**src/inc/iei_pkg.sv**
```systemverilog
// Constants for the incremental encoder interface
package iei_pkg;
  localparam logic [7:0] ADDR_CONFIG = 8'h00;
  localparam logic [7:0] ADDR_FLAGS = 8'h01;
  localparam logic [7:0] ADDR_PRESET = 8'h02;
  localparam logic [7:0] ADDR_COUNT = 8'h03;
  localparam logic [7:0] ADDR_CONST = 8'h04;
  localparam logic [7:0] ADDR_LATCH = 8'h05;
  localparam int BIT_POL_A = 0;
  localparam int BIT_POL_B = 1;
  localparam int BIT_POL_N = 2;
  localparam int BIT_SKIP_AB = 3;
  localparam int BIT_CONT = 4;
  localparam int BIT_ONCE = 5;
  localparam int BIT_ACT_EDGE = 6;
  localparam int BIT_INACT_EDGE = 7;
  localparam int BIT_CLEAR = 8;
  localparam int BIT_RAMP = 9;
  localparam int BIT_DECIMAL = 10;
  localparam int BIT_FLAG = 0;
  localparam logic [15:0] CONFIG_RESET = 16'h0000;
  localparam logic [15:0] CONFIG_MASK = 16'h07FF;
  localparam logic [31:0] CONST_RESET = 32'h0001_0000;
  localparam logic [16:0] DIV_BINARY = 17'h10000;
  localparam logic [16:0] DIV_DECIMAL = 17'h02710;
endpackage

```
**src/logic/iei_encoder.sv**
```systemverilog
// Incremental encoder interface: quadrature decode, scaling and index latch
// Operation
// - Config bit 0 sets required A level
// - Config bit 1 sets required B level
// - Config bit 2 sets active N polarity
// - Bit 3 set ignores A and B
// - Bit 4 acts on every index event
// - Bit 5 acts once after mode write
// - Bits 7:6 select level or edge sensitivity
// - Bit 8 clears position at latch
// - Bit 9 also captures ramp position
// - Bit 10 selects divisor 65536 or 10000
// - Flag sets on event, clears on read
// - Flag offered as interrupt source
// - Signed 32-bit position, presettable, readable
// - Signed 16.16 step constant sets direction
// - Step constant resets to 1.0
// - Index event copies position into latch
`timescale 1ns/1ps
module iei_encoder (
  // Clock and reset
  input wire logic i_clk,
  input wire logic i_rst,
  // Encoder channels
  input wire logic i_enc_a,
  input wire logic i_enc_b,
  input wire logic i_enc_n,
  // Ramp generator position
  input wire logic [31:0] i_ramp_actual_position,
  // Register port
  input wire logic [7:0] i_addr,
  input wire logic i_wr,
  input wire logic i_rd,
  input wire logic [31:0] i_wdata,
  output logic [31:0] o_rdata,
  // Status outputs
  output logic o_index_irq_src,
  output logic [31:0] o_ramp_latch
);
  typedef enum logic [1:0] {
    IEI_ARM_IDLE = 2'b01,
    IEI_ARM_WAIT = 2'b10
  } iei_arm_e;

  logic [15:0] config_reg, config_next;
  logic [31:0] const_reg, const_next;
  logic [31:0] pos_reg, pos_next;
  logic [16:0] frac_reg, frac_next;
  logic [31:0] latch_reg, latch_next;
  logic [31:0] ramp_reg, ramp_next;
  logic flag_reg, flag_next;
  logic [31:0] rdata_reg, rdata_next;
  logic a_reg, a_next;
  logic b_reg, b_next;
  logic n_act_reg, n_act_next;
  iei_arm_e arm_reg, arm_next;

  logic n_act, ab_ok, idx_event, step, dir_up, act;
  logic [16:0] divisor;
  logic [15:0] frac_abs;
  logic [15:0] int_abs;
  logic [17:0] frac_sum;
  logic carry;
  logic [31:0] delta;
  logic [1:0] sense_sel;

  // Channel qualification
  assign n_act = (i_enc_n == config_reg[iei_pkg::BIT_POL_N]);
  assign ab_ok = config_reg[iei_pkg::BIT_SKIP_AB] ||
    ((i_enc_a == config_reg[iei_pkg::BIT_POL_A]) &&
    (i_enc_b == config_reg[iei_pkg::BIT_POL_B]));

  // Sensitivity select
  assign sense_sel = {config_reg[iei_pkg::BIT_INACT_EDGE],
    config_reg[iei_pkg::BIT_ACT_EDGE]};
  always_comb
  begin
    case (sense_sel)
      2'b00: idx_event = n_act && ab_ok;
      2'b01: idx_event = n_act && !n_act_reg && ab_ok;
      2'b10: idx_event = !n_act && n_act_reg && ab_ok;
      default: idx_event = (n_act != n_act_reg) && ab_ok;
    endcase
  end

  // Quadrature decode: direction from A xor previous B
  assign step = (i_enc_a != a_reg) ^ (i_enc_b != b_reg);
  assign dir_up = i_enc_a ^ b_reg;

  // Channel history
  always_comb
  begin
    a_next = i_enc_a;
    b_next = i_enc_b;
    n_act_next = n_act;
  end

  // Magnitude of constant and scaling
  assign divisor = config_reg[iei_pkg::BIT_DECIMAL] ? iei_pkg::DIV_DECIMAL :
    iei_pkg::DIV_BINARY;
  always_comb
  begin
    logic [31:0] mag;
    mag = const_reg[31] ? (32'h0 - const_reg) : const_reg;
    int_abs = mag[31:16];
    frac_abs = mag[15:0];
  end
  assign frac_sum = {1'b0, frac_reg} + {2'b00, frac_abs};
  assign carry = (frac_sum >= {1'b0, divisor});
  assign delta = {16'h0000, int_abs} + {31'h0, carry};

  // Latch action gating
  assign act = idx_event && (config_reg[iei_pkg::BIT_CONT] ||
    (arm_reg == IEI_ARM_WAIT));

  always_comb
  begin
    config_next = config_reg;
    const_next = const_reg;
    pos_next = pos_reg;
    frac_next = frac_reg;
    latch_next = latch_reg;
    ramp_next = ramp_reg;
    flag_next = flag_reg;
    arm_next = arm_reg;
    rdata_next = rdata_reg;
    if (step)
    begin
      frac_next = carry ? 17'(frac_sum - {1'b0, divisor}) : frac_sum[16:0];
      if (dir_up ^ const_reg[31])
        pos_next = pos_reg + delta;
      else
        pos_next = pos_reg - delta;
    end
    case (arm_reg)
      IEI_ARM_IDLE: arm_next = IEI_ARM_IDLE;
      IEI_ARM_WAIT: if (idx_event) arm_next = IEI_ARM_IDLE;
      default: arm_next = IEI_ARM_IDLE;
    endcase
    if (act)
    begin
      latch_next = pos_reg;
      if (config_reg[iei_pkg::BIT_CLEAR])
      begin
        pos_next = 32'h0000_0000;
        frac_next = 17'h00000;
      end
      if (config_reg[iei_pkg::BIT_RAMP])
        ramp_next = i_ramp_actual_position;
    end
    if (i_wr)
    begin
      case (i_addr)
        iei_pkg::ADDR_CONFIG:
        begin
          config_next = i_wdata[15:0] & iei_pkg::CONFIG_MASK;
          arm_next = i_wdata[iei_pkg::BIT_ONCE] ? IEI_ARM_WAIT : IEI_ARM_IDLE;
        end
        iei_pkg::ADDR_PRESET:
        begin
          pos_next = i_wdata;
          frac_next = 17'h00000;
        end
        iei_pkg::ADDR_CONST: const_next = i_wdata;
        default: ;
      endcase
    end
    if (i_rd)
    begin
      case (i_addr)
        iei_pkg::ADDR_CONFIG: rdata_next = {16'h0000, config_reg};
        iei_pkg::ADDR_FLAGS: rdata_next = {31'h0, flag_reg};
        iei_pkg::ADDR_COUNT: rdata_next = pos_reg;
        iei_pkg::ADDR_CONST: rdata_next = const_reg;
        iei_pkg::ADDR_LATCH: rdata_next = latch_reg;
        default: rdata_next = 32'h0000_0000;
      endcase
      if (i_addr == iei_pkg::ADDR_FLAGS)
        flag_next = 1'b0;
    end
    if (idx_event)
      flag_next = 1'b1;
  end

  always_ff @(posedge i_clk or posedge i_rst)
  begin
    if (i_rst)
    begin
      config_reg <= iei_pkg::CONFIG_RESET;
      const_reg <= iei_pkg::CONST_RESET;
      pos_reg <= 32'h0000_0000;
      frac_reg <= 17'h00000;
      latch_reg <= 32'h0000_0000;
      ramp_reg <= 32'h0000_0000;
      flag_reg <= 1'b0;
      rdata_reg <= 32'h0000_0000;
      arm_reg <= IEI_ARM_IDLE;
      a_reg <= 1'b0;
      b_reg <= 1'b0;
      n_act_reg <= 1'b0;
    end
    else
    begin
      config_reg <= config_next;
      const_reg <= const_next;
      pos_reg <= pos_next;
      frac_reg <= frac_next;
      latch_reg <= latch_next;
      ramp_reg <= ramp_next;
      flag_reg <= flag_next;
      rdata_reg <= rdata_next;
      arm_reg <= arm_next;
      a_reg <= a_next;
      b_reg <= b_next;
      n_act_reg <= n_act_next;
    end
  end

  assign o_rdata = rdata_reg;
  assign o_index_irq_src = flag_reg;
  assign o_ramp_latch = ramp_reg;
endmodule

```
**config.mk**
```make
export PLATFORM = sky130hd
export DESIGN_NAME = iei_encoder
export DESIGN_NICKNAME = d
export VERILOG_FILES = /design/src/inc/iei_pkg.sv /design/src/logic/iei_encoder.sv
export SDC_FILE = /design/constraint.sdc
export NUM_CORES = 1
export LEC_CHECK = 0
export BUFFER_PORTS_ARGS = -buffer_cell sky130_fd_sc_hd__buf_2
export CORE_ASPECT_RATIO = 0.8
export CORE_UTILIZATION = 44
export DETAILED_ROUTE_END_ITERATION = 8
export PLACE_DENSITY = 0.72
export SLEW_MARGIN = 20
export SYNTH_ARGS = -nofsm -noshare
export SYNTH_HDL_FRONTEND = slang
export SYNTH_SLANG_ARGS = --single-unit
```
**constraint.sdc**
```tcl
create_clock -name i_clk -period 28.2 [get_ports i_clk]
set_input_delay 1.41 -clock i_clk [delete_from_list [all_inputs] [get_ports i_clk]]
set_output_delay 1.41 -clock i_clk [all_outputs]
set_load 0.01 [all_outputs]
```
## Word-level counts from Yosys, hierarchy flattened

Cells that the tools add are included.

- $add $sub $neg: 6
- Order comparisons: 1
- Equal/unequal tests: 14
- Multiplexer cells: 24
- Bitwise operators: 3
- Reductions and logical operators: 20

Operators by type and width:

| kind | number |
|---|---|
| 32-bit two-way mux | 7 |
| 32-bit case mux with 5 select lines | 1 |
| 17-bit two-way mux | 7 |
| 32-bit by 17-bit adder with 32-bit output | 1 |
| 1-bit by 32-bit subtractor with 32-bit output (first input constant) | 1 |
| 32-bit by 17-bit subtractor with 32-bit output | 1 |
| 17-bit by 16-bit adder with 18-bit output | 1 |
| 18-bit by 17-bit >= comparator with 1-bit output | 1 |
| 16-bit by 1-bit adder with 17-bit output | 1 |
| 17-bit subtractor | 1 |
| 8-bit by 2-bit equality test with 1-bit output (second input constant) | 2 |
| 8-bit by 3-bit equality test with 1-bit output (second input constant) | 2 |
| 2-bit two-way mux | 5 |
| 8-bit by 1-bit equality test with 1-bit output (second input constant) | 1 |
| 1-bit logical AND | 8 |
| 8-bit logical NOT | 1 |
| 2-bit AND reduction | 4 |
| 2-bit equality test (second input constant) | 2 |
| 2-bit nonzero test | 2 |
| 1-bit equality test | 3 |
| 1-bit two-way mux | 3 |
| 1-bit != test | 3 |
| 1-bit case mux with 3 select lines | 1 |
| 1-bit XOR | 3 |
| other kinds (4) | 6 |

- Bits in registers: 194
- Bits of input ports: 79
- Output and inout bits: 65
- Logic and storage cells: 80

## Depth between registers and ports, before layout

Gate-level depths: netlist (run 1).

- Word-level depth: 12
- Mapped depth: 52
- Depth with buffers taken out: 48

## Least setup slack after synthesis (run 1)

No wires, ideal clock.

- Path type: register to register
- Start: reg const_reg[31]
- End: reg pos_reg[31]
- Setup time: 0.124 ns
- Data arrival time: 9.794 ns
- Data required time: 28.076 ns
- Path slack: 18.282 ns
- Cell stages (with the launch flop): 48
- Path buffers: 6
- Period minus slack after synthesis: 9.918 ns
- Path through: dfrtp_1 -> buf_1 -> clkbuf_1 -> clkbuf_1 -> buf_1 -> nand2_1 -> o21ai_0 -> ha_1 -> a21o_1 -> a21oi_1 -> o21ai_0 -> a211o_1 -> nand3_1 -> nand2b_1 -> a21oi_1 -> xnor2_1 -> ha_1 -> nor3_1 -> [12 not listed] -> nor3_1 -> mux2i_1 -> a31oi_2 -> or2_1 -> nor3_2 -> nor2_1 -> xnor2_1 -> ha_1 -> a21oi_1 -> o21ai_0 -> o31a_1 -> a31oi_1 -> o21ai_0 -> a21o_1 -> a21oi_1 -> xnor2_2 -> a21oi_1 -> a211o_1

- Cells in the longest elaborated chain, start to end: 11
- Elaborated cells on any way between the ends: 14
- Classes of those cells: add/sub: 5; order compare: 1; mux: 7; bitwise: 1

Ends and longest elaborated chain:

| what | RTL line | source |
|---|---|---|
| start: declaration | iei_encoder.sv:46 | `logic [31:0] const_reg, const_next;` |
| start signal: assignment | iei_encoder.sv:190 | `const_reg <= iei_pkg::CONST_RESET;` |
| start signal: assignment | iei_encoder.sv:205 | `const_reg <= const_next;` |
| 32-bit two-way mux | iei_encoder.sv:104 | `mag = const_reg[31] ? (32'h0 - const_reg) : const_reg;` |
| 17-bit by 16-bit adder with 18-bit output | iei_encoder.sv:108 | `assign frac_sum = {1'b0, frac_reg} + {2'b00, frac_abs};` |
| 18-bit by 17-bit >= comparator with 1-bit output | iei_encoder.sv:109 | `assign carry = (frac_sum >= {1'b0, divisor});` |
| 16-bit by 1-bit adder with 17-bit output | iei_encoder.sv:110 | `assign delta = {16'h0000, int_abs} + {31'h0, carry};` |
| 32-bit by 17-bit subtractor with 32-bit output or 32-bit by 17-bit adder with 32-bit output (tied branches) | iei_encoder.sv:133, iei_encoder.sv:131 |  |
| 32-bit two-way mux (*) | iei_encoder.sv:130 | `if (dir_up ^ const_reg[31])` |
| 32-bit two-way mux (*) | iei_encoder.sv:127 | `if (step)` |
| 32-bit two-way mux | iei_encoder.sv:143 | `if (config_reg[iei_pkg::BIT_CLEAR])` |
| 32-bit two-way mux (*) | iei_encoder.sv:140 | `if (act)` |
| 32-bit two-way mux | iei_encoder.sv:153 | `case (i_addr)` |
| 32-bit two-way mux (*) | iei_encoder.sv:151 | `if (i_wr)` |
| net pos_next[31] | iei_encoder.sv:47 | `logic [31:0] pos_reg, pos_next;` |
| end signal: assignment | iei_encoder.sv:206 | `pos_reg <= pos_next;` |
| end: declaration | iei_encoder.sv:47 |  |

The timed path passes the listed nets; every way through them passes the cells marked *.
A chain may end at the register's enable or synchronous reset.

## Final worst setup path (run 1)

- Start: reg const_reg[0]
- End: reg pos_reg[31]

- Cells in the longest elaborated chain, start to end: 12
- Elaborated cells on any way between the ends: 13
- Classes of those cells: add/sub: 5; order compare: 1; mux: 7

Ends and longest elaborated chain:

| what | RTL line |
|---|---|
| 1-bit by 32-bit subtractor with 32-bit output | iei_encoder.sv:104 |
| 32-bit two-way mux (*) | iei_encoder.sv:104 |
| 17-bit by 16-bit adder with 18-bit output | iei_encoder.sv:108 |
| 18-bit by 17-bit >= comparator with 1-bit output | iei_encoder.sv:109 |
| 16-bit by 1-bit adder with 17-bit output (*) | iei_encoder.sv:110 |
| 32-bit by 17-bit subtractor with 32-bit output or 32-bit by 17-bit adder with 32-bit output (tied branches) | iei_encoder.sv:133, iei_encoder.sv:131 |
| 32-bit two-way mux (*) | iei_encoder.sv:130 |
| 32-bit two-way mux (*) | iei_encoder.sv:127 |
| 32-bit two-way mux | iei_encoder.sv:143 |
| 32-bit two-way mux (*) | iei_encoder.sv:140 |
| 32-bit two-way mux | iei_encoder.sv:153 |
| 32-bit two-way mux (*) | iei_encoder.sv:151 |
| net pos_next[31] | iei_encoder.sv:47 |

Marked as above.

==> flow_metrics.env, run 1 <==
export IMPL_rsz0062_at_grt="false"
export IMPL_coreArea_um2=29600
export IMPL_cp_slowest_cell="nor4_1"
export IMPL_io_buffers=143
export IMPL_seq_area_frac_synth_pct=36.2
export IMPL_critPathKind="register to register"
export IMPL_cts_num_sinks=194
export IMPL_die_width_um=197
export IMPL_die_area_um2=31200
export IMPL_antenna_found_initial=0
export IMPL_met3_usage_pct=4.60
export IMPL_ys_seq_elements=194
export IMPL_synthDistinctLibCells=90
export IMPL_power_density_nw_per_um2=102
export IMPL_synthArstFlopShare_pct=100
export IMPL_cts_repair_resized=0
export IMPL_cts_root_buf="clkbuf_16"
export IMPL_netlist_instances=1412
export IMPL_ir_drop_uv=56.0
export IMPL_max_clock_path_buffers=2
export IMPL_postRouteAntennaNets=0
export IMPL_finalCritPeriodShare_pct=36.8
export IMPL_crit_required_ns=28.53
export IMPL_cp_end_kind="register"
export IMPL_syn_area_um2=13400
export IMPL_die_h_um=158
export IMPL_critPathArrivalTime_ns=10.71
export IMPL_htreeDepth=4
export IMPL_drc=0
export IMPL_drive_above_1_share_pct=24.5
export IMPL_cp_buffers_inverters=3
export IMPL_cts_reportedPaths_clkPinSlew_ns=0.07
export IMPL_grt_use_total_pct=24.7
export IMPL_finalPower_mw=1.54
export IMPL_row_count=56
export IMPL_dr_pass1_iters=5
export IMPL_io_pins=144
export IMPL_slew_limit_headroom_pct=29.1
export IMPL_area_delta_synth_final_pct=12.5
export IMPL_min_path_type="register to register"
export IMPL_post_drt_wl_per_cell_um=19.8
export IMPL_p_leak_nw=6.76
export IMPL_vias_per_cell=5.91
export IMPL_status="finished, final reports clean"
export IMPL_diodes=0
export IMPL_nFillCells=2650
export IMPL_syn_num_nets=1555
export IMPL_vias=11400
export IMPL_max_cap_violations=0
export IMPL_post_route_min_period_ns=10.38
export IMPL_grt_busiest_layer="met2"
export IMPL_start_util_pct=45.2
export IMPL_grt_overflow_total=0
export IMPL_clock_latency_ns=0.45
export IMPL_cts_made_buffers=17
export IMPL_worst_path_max_fanout=15
export IMPL_avgSynthCellArea_um2=9.50
export IMPL_worstMarginPinSlew_ns=1.06
export IMPL_synth_warnings=0
export IMPL_gp_congestion=0.932
export IMPL_grt_pass1_vias=10800
export IMPL_hold_violations=0
export IMPL_ys_dominant_reg_cell="dfrtp_1"
export IMPL_skew_ns=0.0137
export IMPL_cts_tree="done"
export IMPL_post_cts_buffers=0
export IMPL_fin_tns_setup_ns=0
export IMPL_cp_start_kind="register"
export IMPL_layout_nets=1650
export IMPL_setup_violations=0
export IMPL_clock_fmax_ghz=0.0964
export IMPL_grtUsageMet2_pct=37.3
export IMPL_synth_edf_count=0
export IMPL_use_met1_pct=36.2
export IMPL_grt_max_degree=125
export IMPL_drt_iter0_drc=1219
export IMPL_grt_pass1_wl_um=59700
export IMPL_dp_hpwl_um=27800
export IMPL_max_stage_delay_ns=0.72
export IMPL_drv_slew=0
export IMPL_hold_buffers=0
export IMPL_drt_total_wl_um=38200
export IMPL_path_delay_family="simple AND/OR/NAND/NOR gates"
[per-layer routing]
layer | wire [µm] | vias up
met5 | 0 | -
met4 | 626 | 0
met3 | 2820 | 43
met2 | 16400 | 434
met1 | 18300 | 5544
li1 | - | 5355
[kinds of logic after synthesis]
kind of cell / after synthesis / synth area share [%]
flip-flops: 194 / 36.2
XOR/XNOR: 110 / 7.58
adder cells (fa/ha/maj): 64 / 6.08
AND/OR/NAND/NOR: 333 / 12.9
AO/OA/AOI/OAI: 416 / 20.8
multiplexers: 143 / 11.9
buffers and inverters: 152 / 4.49
[Yosys cell counts, types with 10 or more instances]
library cell	instances	area, µm²
a211o_1	10	87.6
a21o_1	20	150
a21oi_1	101	505
a222oi_1	10	100
a22oi_1	21	158
a31oi_1	16	100
clkbuf_1	66	248
dfrtp_1	192	4800
ha_1	62	776
inv_1	72	270
mux2_2	130	1460
mux2i_1	13	130
nand2_1	100	375
nand2b_1	11	68.8
nand3_1	19	95.1
nand4_1	12	75.1
nor2_1	74	278
nor2b_1	12	75.1
nor3_1	21	105
nor4_1	12	75.1
o21a_1	16	120
o21ai_0	98	490
o22ai_1	35	219
o31ai_1	14	105
or3_1	13	81.3
xnor2_1	73	639
xor2_1	30	263
[cells in the final DEF (no fill, tap or decap), types with 14 or more instances in the layout]
cell | synthesis | layout
a31oi_1 | 16 | 16
o22ai_1 | 35 | 35
nand2_1 | 100 | 99
clkbuf_16 | 0 | 17
o21ai_0 | 98 | 98
buf_2 | 1 | 143
a21o_1 | 20 | 19
inv_1 | 72 | 71
nor2_1 | 74 | 74
mux2_2 | 130 | 130
xnor2_1 | 73 | 70
xor2_1 | 30 | 29
dfrtp_1 | 192 | 192
a22oi_1 | 21 | 21
a21oi_1 | 101 | 100
nor3_1 | 21 | 21
nand3_1 | 19 | 19
ha_1 | 62 | 62
o21a_1 | 16 | 16
o31ai_1 | 14 | 14
[report_power, final]
part	switching, mW	leakage (nW)	internal, mW	total (mW)
combinational	0.499	4.00	0.373	0.872
sequential	0.0632	2.47	0.349	0.412
clock	0.112	0.292	0.142	0.254
[stage by stage]
stage | instance area (µm²) | utilization [%] | cells | hold WS (ns) | setup slack (ns)
6_report | 15100 | 50.9 | 1925 | 0.500 | 17.82
5_1_grt | 15100 | 50.9 | 1925 | 0.512 | 16.76
3_3_place_gp | 14500 | 48.8 | 1894 | 0.482 | 18.33
3_5_place_dp | 14500 | 48.8 | 1894 | 0.485 | 17.99
4_1_cts | 15100 | 50.9 | 1925 | 0.503 | 17.96
2_1_floorplan | 13400 | - | 1412 | 0.445 | 18.28
[area by class of cell]
cell class | count | area (µm²) | area share (%)
Timing Repair Buffer | 156 | 813 | 5.39
Sequential cell | 194 | 4860 | 32.2
Clock buffer | 20 | 447 | 2.96
Clock inverter | 11 | 154 | 1.02
Inverter | 72 | 278 | 1.84
Multi-Input combinational cell | 1066 | 8030 | 53.2
Tap cell | 406 | 508 | 3.37
[worst paths after layout]
kind	depth (start not counted)	start	endpoint	slack, ns
setup / recovery	44	const_reg[0]	pos_reg[31]	17.82
hold reg to reg	1	o_ramp_latch[1]	o_ramp_latch[1]	0.50
max in group asynchronous	3	i_rst	const_reg[28]	25.58
min in group asynchronous	2	i_rst	o_ramp_latch[13]	1.11
hold / removal	1	o_ramp_latch[1]	o_ramp_latch[1]	0.50
setup reg to reg	44	const_reg[0]	pos_reg[31]	17.82
Power figures use the tool's default switching activity.
==> run 2: changes to the inputs <==
==> constraint.sdc (replaced) <==
create_clock -name i_clk -period 10.14 [get_ports i_clk]
set_input_delay 0.507 -clock i_clk [delete_from_list [all_inputs] [get_ports i_clk]]
set_output_delay 0.507 -clock i_clk [all_outputs]
set_load 0.01 [all_outputs]
==> run 2 against run 1 <==
Net effect:
- cell area rose by 0.78%
- sequential share of layout area fell by 0.25 points
- hold slack got worse by 0.37 ns
- wire length rose by 2.2%
- first-iteration DRC count fell by 30%
- flip-flop and latch count did not move
- non-clock buffer count rose by 7
- combinational power rose to 2.8 times the previous value
- setup slack got worse by 17 ns
- total power rose to 2.8 times the previous value
- via count rose by 1.0%
- critical endpoint unchanged
==> flow_metrics.env, run 2 (synthesis gave the netlist of run 1 again) <==
export IMPL_crit_required_ns=10.47
export IMPL_grt_overflow_total=0
export IMPL_cts_made_buffers=17
export IMPL_grt_pass1_vias=11000
export IMPL_critPathArrivalTime_ns=9.86
export IMPL_post_route_min_period_ns=9.54
export IMPL_cts_root_buf="clkbuf_16"
export IMPL_layout_common_cells="dfrtp_1, buf_2, mux2_2, a21oi_1, nand2_1"
export IMPL_power_density_nw_per_um2=280
export IMPL_worst_r2r_cell_count=45
export IMPL_max_cap_violations=0
export IMPL_postRouteAntennaNets=0
export IMPL_worstMarginPinSlew_ns=1.12
export IMPL_grt_max_degree=141
export IMPL_cts_num_sinks=194
export IMPL_clock_latency_ns=0.45
export IMPL_start_util_pct=45.2
export IMPL_drc=0
export IMPL_status="finished, final reports clean"
export IMPL_nFillCells=2736
export IMPL_hold_violations=0
export IMPL_setup_violations=0
export IMPL_dr_pass1_iters=5
export IMPL_r2r_setup_slack_ns=0.60
export IMPL_drive_above_1_share_pct=25.4
export IMPL_met3_usage_pct=5.05
export IMPL_ir_drop_uv=162
export IMPL_use_met1_pct=36.1
export IMPL_finalCritPeriodShare_pct=94.0
export IMPL_io_pins=144
export IMPL_coreArea_um2=29600
export IMPL_post_drt_wl_per_cell_um=20.2
export IMPL_min_path_type="primary input to async pin"
export IMPL_grtUsageMet2_pct=38.7
export IMPL_die_h_um=158
export IMPL_regToRegStartpoint="const_reg[0]"
export IMPL_io_buffers=143
export IMPL_drt_iter0_drc=853
export IMPL_die_width_um=197
export IMPL_slew_limit_headroom_pct=25.1
export IMPL_layout_area_seq_um2=4860
export IMPL_clock_fmax_ghz=0.105
export IMPL_fin_tns_setup_ns=0
export IMPL_p_leak_nw=6.80
export IMPL_cp_slowest_cell="or4_4"
export IMPL_skew_ns=0.0169
export IMPL_dp_hpwl_um=28300
export IMPL_crit_top_cell="ha_1"
export IMPL_grt_pass1_wl_um=61100
export IMPL_layout_nets=1657
export IMPL_multi_input_area_um2=8130
export IMPL_cts_tree="done"
export IMPL_cp_end_kind="register"
export IMPL_antenna_found_initial=0
export IMPL_htreeDepth=4
export IMPL_drt_total_wl_um=39000
export IMPL_cts_reportedPaths_clkPinSlew_ns=0.08
export IMPL_worst_path_max_fanout=10
export IMPL_max_stage_delay_ns=0.58
export IMPL_area_delta_synth_final_pct=13.4
export IMPL_die_area_um2=31200
export IMPL_diodes=0
export IMPL_layout_commonest_cell="dfrtp_1"
export IMPL_vias_per_cell=5.95
export IMPL_gp_congestion=0.986
export IMPL_vias=11500
export IMPL_critPathKind="register to register"
export IMPL_r2r_end="pos_reg[31]"
export IMPL_grt_busiest_layer="met2"
export IMPL_cp_start_kind="register"
export IMPL_drv_slew=0
export IMPL_hold_buffers=0
export IMPL_rsz0062_at_grt="false"
export IMPL_max_clock_path_buffers=2
export IMPL_row_count=56
export IMPL_finalPower_mw=4.26
export IMPL_grt_use_total_pct=25.3
run 2: stage by stage:
| stage | area (µm²) | setup WS [ns] | utilization (%) | hold WS, ns | cells |
|---|---|---|---|---|---|
| global placement | 14500 | 0.634 | 48.9 | 0.475 | 1898 |
| floorplan | 13400 | 0.222 | - | 0.445 | 1412 |
| global route | 15200 | 0.0124 | 51.3 | 0.176 | 1933 |
| detailed placement | 14500 | 0.145 | 49.0 | 0.470 | 1898 |
| finish | 15200 | 0.605 | 51.3 | 0.130 | 1933 |
| CTS | 15100 | 0.0588 | 50.8 | 0.207 | 1930 |
run 2: worst max path at each step:
stage / startpoint / to / slack [ns]
6_report: const_reg[0] / pos_reg[31] / 0.60
2_1_floorplan: const_reg[31] / pos_reg[31] / 0.22
3_5_place_dp: const_reg[0] / pos_reg[31] / 0.14
5_1_grt: const_reg[0] / pos_reg[31] / 0.01
3_3_place_gp: const_reg[0] / pos_reg[31] / 0.63
4_1_cts: const_reg[0] / pos_reg[31] / 0.06
run 2: final cells by class:
class	count	area share [%]
Inverter	72	1.83
Clock buffer	23	3.08
Sequential cell	194	31.9
Multi-Input combinational cell	1066	53.5
Clock inverter	9	0.486
Timing Repair Buffer	163	5.83
Tap cell	406	3.34
run 2: repair_timing:
| action | CTS | global route |
|---|---|---|
| buffers inserted | 0 | 2 |
| setup endpoints to repair | 0 | 17 |
| resized for setup | 0 | 20 |
| endpoints found under the hold margin | 0 | 0 |
run 2: worst max-delay path: cells and delay by family (launching register included):
kind            cells  cell delay [ns]
compound gates     17             3.30
simple gates       16             3.26
fa+ha+maj           6             1.55
xor+xnor            4             0.62
flops               1             0.46
buf+inv             2             0.19
run 2: power breakdown:
group,switching [mW],internal [mW],total [mW],leakage [nW]
Combinational,1.40,1.06,2.46,4.07
Clock,0.312,0.331,0.644,0.262
Sequential,0.179,0.971,1.15,2.47
Total,1.89,2.36,4.26,6.80
run 2: metal layers:
metal  wire length, µm  vias up  part of all wire, %
met5                 0        -                    0
met1             18700     5680                   48
met3              2710       47                  7.0
met2             16800      392                   43
met4               714        0                  1.8
li1                  -     5374                    -
